==> src/rtl/ebf_params.svh <==
`ifndef EBF_PARAMS_SVH
`define EBF_PARAMS_SVH

// ****************************************************************
// Register offsets (byte addresses)
// ****************************************************************
`define EBF_WIN_FIRST 16'h0000
`define EBF_WIN_LAST 16'h07FC
`define EBF_FW_VER_OFF 16'h1000

// ****************************************************************
// Word type codes, bits 26..24
// ****************************************************************
`define EBF_TYPE_HDR 3'h2
`define EBF_TYPE_DATA 3'h0
`define EBF_TYPE_TRL 3'h4
`define EBF_TYPE_INVALID 3'h6

// ****************************************************************
// Reset values and misc
// ****************************************************************
`define EBF_SLOT_RST 5'h1F
`define EBF_CRATE_RST 8'h00
`define EBF_NCHAN 8
`define EBF_FIFO_DEPTH 16
`define EBF_FW_VER_RST 16'h0000

`endif

==> src/rtl/ebf_pkg.sv <==
package ebf_pkg;

    // Packed word of the output buffer, 32 bits wide
    typedef struct packed {
        logic [4:0] slot;
        logic [2:0] wtype;
        logic [23:0] body;
    } ebf_word_t;

    // One converted sample offered by the front end
    typedef struct packed {
        logic [2:0] chan;
        logic low_range;
        logic below_thr;
        logic ovf;
        logic [11:0] value;
    } ebf_sample_t;

endpackage : ebf_pkg

==> src/rtl/ebf_fifo.sv <==
`timescale 1ns/1ps
module ebf_fifo #(
    parameter int WIDTH = 32,
    parameter int DEPTH = 16
) (
    input wire logic sys_clk_i,
    input wire logic arst_n_i,
    input wire logic in_valid_i,
    output logic in_ready_o,
    input wire logic [WIDTH-1:0] in_data_i,
    output logic out_valid_o,
    input wire logic out_ready_i,
    output logic [WIDTH-1:0] out_data_o,
    output logic [$clog2(DEPTH):0] level_o
);
    localparam int AW = $clog2(DEPTH);
    logic [WIDTH-1:0] mem_q [DEPTH];
    logic [AW-1:0] wp_q;
    logic [AW-1:0] rp_q;
    logic [AW:0] cnt_q;
    logic push;
    logic pop;

    // Honest full and empty from the occupancy count
    assign in_ready_o = cnt_q < (AW+1)'(DEPTH);
    assign out_valid_o = cnt_q != '0;
    assign push = in_valid_i && in_ready_o;
    assign pop = out_valid_o && out_ready_i;
    assign out_data_o = mem_q[rp_q];
    assign level_o = cnt_q;

    // Storage array, no reset needed
    always_ff @(posedge sys_clk_i) begin
        if (push) begin
            mem_q[wp_q] <= in_data_i;
        end
    end

    // Pointers and count
    always_ff @(posedge sys_clk_i or negedge arst_n_i) begin
        if (!arst_n_i) begin
            wp_q <= '0;
            rp_q <= '0;
            cnt_q <= '0;
        end else begin
            if (push) begin
                wp_q <= wp_q + AW'(1);
            end
            if (pop) begin
                rp_q <= rp_q + AW'(1);
            end
            cnt_q <= cnt_q + (AW+1)'(push) - (AW+1)'(pop);
        end
    end

endmodule : ebf_fifo

==> src/rtl/ebf_formatter.sv <==
`timescale 1ns/1ps
`include "ebf_params.svh"

// Summary of operation
// RULE_01: Every buffer word is 32 bits wide.
// RULE_02: Each event is header, zero or more data words, then trailer.
// RULE_03: Slot code in bits 31..27 of every word but the not-valid one.
// RULE_04: Bits 26..24 give type: 010 header, 000 data, 100 trailer, 110 invalid.
// RULE_05: Header bits 23..16 hold the crate number setting.
// RULE_06: Header bits 13..8 hold the stored channel count.
// RULE_07: Data word bits 20..18 hold the source channel.
// RULE_08: Data bit 17 is range: 0 high, 1 low.
// RULE_09: Data bit 13 set when value is below threshold.
// RULE_10: Below-threshold values kept, flagged, when keep bits are enabled.
// RULE_11: Data bit 12 set when converter overflowed.
// RULE_12: Data bits 11..0 hold the converted value.
// RULE_13: Trailer bits 23..0 hold the 24-bit event counter.
// RULE_14: Reading an empty buffer returns a not-valid word.
// RULE_15: Data follow pair order 0,4,1,5,2,6,3,7, high range first.
// RULE_16: Overflowed, below-threshold or disabled channels are omitted.
// RULE_17: Buffer window is read-only from 0x0000 to 0x07FC.
// RULE_18: A read-only register returns the 16-bit firmware revision.
// RULE_19: Software programs the slot code before chained readout.
// RULE_20: Unassigned bits in header, data and trailer read as zero.
// RULE_21: Each read removes one word, so words come out in order.
module ebf_formatter #(
    parameter logic [15:0] FW_VERSION = `EBF_FW_VER_RST, // Arbitrary value
    parameter int DEPTH = `EBF_FIFO_DEPTH
) (
    input wire logic sys_clk_i,
    input wire logic arst_n_i,
    // Settings from control registers held elsewhere
    input wire logic [4:0] slot_code_i,
    input wire logic [7:0] crate_num_i,
    input wire logic keep_below_thr_i,
    input wire logic [7:0] chan_enable_i,
    input wire logic [23:0] event_count_i,
    // Converted samples, two per channel, both ranges
    input wire logic conv_valid_i,
    output logic conv_ready_o,
    input wire ebf_pkg::ebf_sample_t [15:0] conv_samples_i,
    // Register read port
    input wire logic rd_i,
    input wire logic [15:0] rd_addr_i,
    output logic [31:0] rd_data_o,
    output logic rd_ack_o
);
    import ebf_pkg::*;

    typedef enum {ST_IDLE, ST_SCAN, ST_HDR, ST_DATA, ST_TRL} ebf_state_t;

    // ****************************************************************
    // Event assembly
    // ****************************************************************
    ebf_state_t state_q;
    ebf_sample_t [15:0] evt_q;
    logic [15:0] keep_q;
    logic [3:0] idx_q;
    logic [5:0] count_q;
    logic [4:0] slot_q;
    ebf_word_t push_word;
    logic push_valid;
    logic push_ready;
    logic [$clog2(DEPTH):0] level;
    logic [5:0] free_words;
    logic [3:0] slot_idx;
    ebf_sample_t cur;

    // Position p: pair p[3:2], member p[0] (0 -> ch, 1 -> ch+4), range p[1]
    // Storage index = 2*channel + range, so both high values of a pair lead
    always_comb begin
        slot_idx = {idx_q[0], idx_q[3:2], idx_q[1]}; // RULE_15
        cur = evt_q[slot_idx];
    end

    // Which samples survive suppression
    logic [15:0] keep_d;
    always_comb begin
        for (int k = 0; k < 16; k++) begin
            keep_d[k] = chan_enable_i[conv_samples_i[k].chan] && !conv_samples_i[k].ovf
                && (!conv_samples_i[k].below_thr || keep_below_thr_i); // RULE_10 RULE_16
        end
    end

    // Whole event fits before starting, so an event of at most DEPTH words never splits on stall
    assign free_words = 6'(DEPTH) - 6'(level);
    assign conv_ready_o = (state_q == ST_IDLE);

    // Word builder, unassigned bits are zero
    always_comb begin
        push_word = '0; // RULE_20
        push_word.slot = slot_q; // RULE_03
        push_valid = 1'b0;
        case (state_q)
            ST_HDR: begin
                push_valid = 1'b1;
                push_word.wtype = `EBF_TYPE_HDR; // RULE_04
                push_word.body[23:16] = crate_num_i; // RULE_05
                push_word.body[13:8] = count_q; // RULE_06
            end
            ST_DATA: begin
                push_valid = keep_q[slot_idx];
                push_word.wtype = `EBF_TYPE_DATA; // RULE_04
                push_word.body[20:18] = cur.chan; // RULE_07
                push_word.body[17] = cur.low_range; // RULE_08
                push_word.body[13] = cur.below_thr; // RULE_09
                push_word.body[12] = cur.ovf; // RULE_11
                push_word.body[11:0] = cur.value; // RULE_12
            end
            ST_TRL: begin
                push_valid = 1'b1;
                push_word.wtype = `EBF_TYPE_TRL; // RULE_04
                push_word.body = event_count_i; // RULE_13
            end
            default: begin
                push_valid = 1'b0;
            end
        endcase
    end

    // Event sequencer
    always_ff @(posedge sys_clk_i or negedge arst_n_i) begin
        if (!arst_n_i) begin
            state_q <= ST_IDLE;
            evt_q <= '0;
            keep_q <= '0;
            idx_q <= '0;
            count_q <= '0;
            slot_q <= `EBF_SLOT_RST;
        end else begin
            case (state_q)
                ST_IDLE: begin
                    if (conv_valid_i) begin
                        evt_q <= conv_samples_i;
                        keep_q <= keep_d;
                        count_q <= 6'($countones(keep_d));
                        slot_q <= slot_code_i; // RULE_19
                        state_q <= ST_SCAN;
                    end
                end
                ST_SCAN: begin
                    // Wait for room; an event larger than the store starts only when empty
                    if (free_words >= count_q + 6'd2 || level == '0) begin
                        idx_q <= '0;
                        state_q <= ST_HDR; // RULE_02
                    end
                end
                ST_HDR: begin
                    if (push_ready) begin
                        state_q <= ST_DATA;
                    end
                end
                ST_DATA: begin
                    if (!push_valid || push_ready) begin
                        idx_q <= idx_q + 4'd1;
                        if (idx_q == 4'hF) begin
                            state_q <= ST_TRL;
                        end
                    end
                end
                ST_TRL: begin
                    if (push_ready) begin
                        state_q <= ST_IDLE;
                    end
                end
                default: begin
                    state_q <= ST_IDLE;
                end
            endcase
        end
    end

    // ****************************************************************
    // Event store and read port
    // ****************************************************************
    ebf_word_t pop_word;
    ebf_word_t invalid_word;
    logic pop_valid;
    logic in_win;
    logic is_fw;

    ebf_fifo #(
        .WIDTH(32),
        .DEPTH(DEPTH)
    ) u_store (
        .sys_clk_i(sys_clk_i),
        .arst_n_i(arst_n_i),
        .in_valid_i(push_valid),
        .in_ready_o(push_ready),
        .in_data_i(push_word), // RULE_01
        .out_valid_o(pop_valid),
        .out_ready_i(rd_i && in_win), // RULE_21
        .out_data_o(pop_word),
        .level_o(level)
    );

    assign in_win = rd_addr_i <= `EBF_WIN_LAST && rd_addr_i[1:0] == 2'b00; // RULE_17
    assign is_fw = rd_addr_i == `EBF_FW_VER_OFF;

    always_comb begin
        invalid_word = '0;
        invalid_word.wtype = `EBF_TYPE_INVALID; // RULE_14
    end

    // Registered read data; unmapped addresses read zero
    always_ff @(posedge sys_clk_i or negedge arst_n_i) begin
        if (!arst_n_i) begin
            rd_data_o <= '0;
            rd_ack_o <= 1'b0;
        end else begin
            rd_ack_o <= rd_i;
            if (rd_i && in_win) begin
                rd_data_o <= pop_valid ? pop_word : invalid_word; // RULE_14 RULE_21
            end else if (rd_i && is_fw) begin
                rd_data_o <= {16'h0000, FW_VERSION}; // RULE_18
            end else if (rd_i) begin
                rd_data_o <= '0;
            end
        end
    end

endmodule : ebf_formatter

==> config.mk <==
export PLATFORM = sky130hd
export DESIGN_NAME = ebf_formatter
export DESIGN_NICKNAME = d
export VERILOG_FILES = /design/src/rtl/ebf_pkg.sv /design/src/rtl/ebf_fifo.sv /design/src/rtl/ebf_formatter.sv
export VERILOG_INCLUDE_DIRS = /design/src /design/src/rtl
export SDC_FILE = /design/constraint.sdc
export NUM_CORES = 1
export LEC_CHECK = 0
export BUFFER_PORTS_ARGS = -buffer_cell sky130_fd_sc_hd__buf_2
export CELL_PAD_IN_SITES_DETAIL_PLACEMENT = 0
export CELL_PAD_IN_SITES_GLOBAL_PLACEMENT = 1
export CORE_UTILIZATION = 30
export DETAILED_ROUTE_END_ITERATION = 10
export HOLD_SLACK_MARGIN = 0.1
export PLACE_DENSITY_LB_ADDON = 0.1
export SETUP_SLACK_MARGIN = 0.1
export SLEW_MARGIN = 30
export SYNTH_ARGS = -nofsm -noshare
export SYNTH_HDL_FRONTEND = slang
export SYNTH_SLANG_ARGS = --single-unit
==> constraint.sdc <==
create_clock -name sys_clk_i -period 5.7 [get_ports sys_clk_i]
set_input_delay 0.57 -clock sys_clk_i [delete_from_list [all_inputs] [get_ports sys_clk_i]]
set_output_delay 0.57 -clock sys_clk_i [all_outputs]
set_load 0.01 [all_outputs]
==> flow_metrics.env <==
export IMPL_grt_pass1_wl_um=173000
export IMPL_row_count=128
export IMPL_die_w_um=353
export IMPL_synthTopCellsByCount="nand2_1, edfxtp_1, dfrtp_1"
export IMPL_yosys_area_top_type="edfxtp_1"
export IMPL_fin_total_pwr_w=0.0213
export IMPL_multi_input_area_sq_um=12200
export IMPL_ant_nets=0
export IMPL_ir_worst_vdd_mv=0.236
export IMPL_min_to="evt_q[95]"
export IMPL_coreArea_sq_um=122000
export IMPL_ys_ff_latch=862
export IMPL_required_ps=6290
export IMPL_leakagePower_nw=18.8
export IMPL_r2r_start="idx_q[2]"
export IMPL_htreeDepth=3
export IMPL_drtPass1Iterations=5
export IMPL_rsz0062_at_grt="no"
export IMPL_clock_sinks=862
export IMPL_netlist_area_sq_um=36900
export IMPL_wire_per_inst_um=23.8
export IMPL_grt_pass1_vias=25400
export IMPL_final_nets=3584
export IMPL_worst_pin_slew_ps=1010
export IMPL_synthTopCellsByArea="edfxtp_1, dfrtp_1, mux4_2, nand2_1, ha_1"
export IMPL_r2r_end="u_store.mem_q[0][16]"
export IMPL_cp_max_fo=3
export IMPL_gp_congestion=0.794
export IMPL_drc=0
export IMPL_start_kind="input port"
export IMPL_cts_max_path_buffers=3
export IMPL_seq_area_frac_synth_pct=65.1
export IMPL_avgSynthCellArea_sq_um=14.3
export IMPL_holdPathStages=3
export IMPL_nFillCells=11700
export IMPL_max_cap_violations=0
export IMPL_syn2layout_area_growth_pct=25.6
export IMPL_cts_setup_buffers=0
export IMPL_powerDensity_nw_per_um2=458
export IMPL_cts_tree="yes"
export IMPL_path_clk_slew_ps=60
export IMPL_hold_violations=0
export IMPL_critPathArrivalTime_ps=5080
export IMPL_hpwl_um=73800
export IMPL_root_buffer="clkbuf_16"
export IMPL_finalCriticalPeriod_ps=4490
export IMPL_r2r_cells=7
export IMPL_io_buffers=377
export IMPL_wirelength_um=117000
export IMPL_drive_gt1_share_pct=27.7
export IMPL_setup_tns_ps=0
export IMPL_io_pins=388
export IMPL_numCtsBuffers=99
export IMPL_ys_types=52
export IMPL_overflow=0
export IMPL_dieArea_sq_um=125000
export IMPL_post_route_period_util_pct=78.7
export IMPL_cts_resized=0
export IMPL_ys_flop_type="edfxtp_1"
export IMPL_rrSetupSlack_ps=2110
export IMPL_ys_warn_count=0
export IMPL_routed_via_density=4.78
export IMPL_drt_iter0_drc=1665
export IMPL_clkLatencyLatePin_ps=690
export IMPL_seqCellArea_sq_um=24100
export IMPL_worstSetupPathType="input port to register"
export IMPL_groute_usage_overall_pct=18.9
export IMPL_hold_start="conv_samples_i[95]"
export IMPL_finalSetupViolCount=0
export IMPL_fin_skew_ps=24.9
export IMPL_synth_cells=2581
export IMPL_die_h_um=353
export IMPL_hold_path_class="input port to register"
export IMPL_grt_max_degree=147
export IMPL_vias=23500
export IMPL_async_reset_ff_share_pct=42.5
export IMPL_synth_edff_count=496
export IMPL_antenna_found_initial=46
export IMPL_maxSlewViolCount=0
export IMPL_initial_core_util_pct=30.3
export IMPL_slew_headroom_pct=32.9
export IMPL_status="finished, final reports clean"
export IMPL_max_freq_mhz=223
export IMPL_synth_top_area_share_pct=40.3
export IMPL_end_kind="register"
export IMPL_synth_fp_nets=2975
export IMPL_synthMostInstantiatedCell="nand2_1"
==> per-layer routing <==
metal | track usage [%] | share of wire (%) | vias up
li1 | - | - | 10600
met1 | 26.0 | 45 | 12000
met2 | 30.0 | 47 | 619
met3 | 4.42 | 5.9 | 189
met4 | 4.57 | 2.2 | 46
met5 | 0 | 0.25 | -
==> cell type report <==
type	instances	area share, %
Clock buffer	132	5.76
Clock inverter	46	1.18
Antenna cell	16	0.0863
Timing Repair Buffer	661	10.2
Tap cell	1625	4.38
Inverter	34	0.275
Multi-Input combinational cell	1532	26.3
Sequential cell	862	51.9
==> through the flow <==
| step | hold WS (ps) | area, sq um | utilization [%] | worst slack (ps) | std cells |
|---|---|---|---|---|---|
| 6_report | 134 | 46400 | 38.1 | 1210 | 4908 |
| 5_1_grt | 128 | 46400 | 38.1 | 925 | 4905 |
| 4_1_cts | 101 | 46300 | 38.0 | 1230 | 4891 |
| 3_5_place_dp | 458 | 40800 | 33.5 | 573 | 4486 |
| 3_3_place_gp | 452 | 40800 | 33.5 | 643 | 4485 |
| 2_1_floorplan | 274 | 36900 | - | 1200 | 2581 |
==> cells by family (layout without fill, tap and decap cells) <==
| logic type | Yosys count | in the layout | share of synthesized area, % |
|---|---|---|---|
| other | 1 | 17 | 0.0102 |
| adders and majority gates | 40 | 40 | 1.58 |
| and+or+nand+nor | 1025 | 1025 | 10.7 |
| muxes | 310 | 310 | 17.3 |
| buffers and inverters | 187 | 873 | 2.21 |
| DFF | 862 | 862 | 65.1 |
| xor gates and xnor gates | 15 | 15 | 0.356 |
| AOI/OAI and AO/OA | 141 | 141 | 2.68 |
==> worst max path at each step <==
stage / startpoint / to / cells past startpoint
floorplan: u_store.level_o[1] / u_store.mem_q[1][0] / 10
global placement: chan_enable_i[5] / count_q[4] / 16
detailed placement: chan_enable_i[1] / count_q[4] / 16
CTS: conv_samples_i[286] / count_q[4] / 17
global route: conv_samples_i[286] / count_q[4] / 17
finish: conv_samples_i[286] / count_q[4] / 17
==> registers in the layout, indices dropped and copies added, names as in the netlist <==
signal           flops
u_store.level_o      5
rd_data_o           31
slot_q               5
rd_ack_o             1
u_store.mem_q      496
keep_q              16
state_q              3
u_store.rp_q         4
u_store.wp_q         4
idx_q                4
evt_q              288
count_q              5
==> what timing repair did <==
item | in CTS | in global routing
hold buffers | 227 | 0
endpoints found under the setup margin | 0 | 0
hold endpoints to repair | 311 | 0
==> placed cells by master, fill, tap and decap left out, types with 6 or more instances in the layout <==
cell	Yosys	layout
nand2_1	959	958
edfxtp_1	496	496
buf_2	41	376
dfrtp_1	361	356
mux4_2	261	261
dlygate4sd3_1	0	227
clkbuf_16	0	99
buf_4	5	47
mux2i_1	34	34
a22o_1	33	33
a21oi_1	32	32
inv_1	31	30
ha_1	29	29
clkbuf_1	91	26
o21ai_0	30	17
clkinv_2	0	17
diode_2	0	16
a211oi_1	15	15
mux2_2	15	15
o21ai_2	1	14
clkinv_1	3	12
nor2_1	25	11
nor2_2	0	11
fa_1	11	11
and3_1	10	10
xnor2_1	9	9
bufinv_16	0	9
buf_12	0	8
clkbuf_8	0	7
xor2_1	6	6
a311oi_1	6	6
==> critical path: stages <==
cell and delay, ps:
dlygate4sd3_1 560, buf_2 160, mux4_2 210, mux2i_1 90, a211oi_1 370, fa_1 510, fa_1 510, inv_1 50
fa_1 490, inv_1 50, fa_1 480, ha_1 170, inv_1 70, fa_1 450, nor2b_1 110, o21ai_0 70
o21ai_0 150
==> where the power goes <==
part	leakage [nW]	switching [W]	total [W]	internal, W
combinational	8.10	0.00334	0.00560	0.00226
sequential	9.17	0.000861	0.00930	0.00844
clock	1.57	0.00265	0.00635	0.00371
Note: power is estimated with default switching activity, not from simulation.
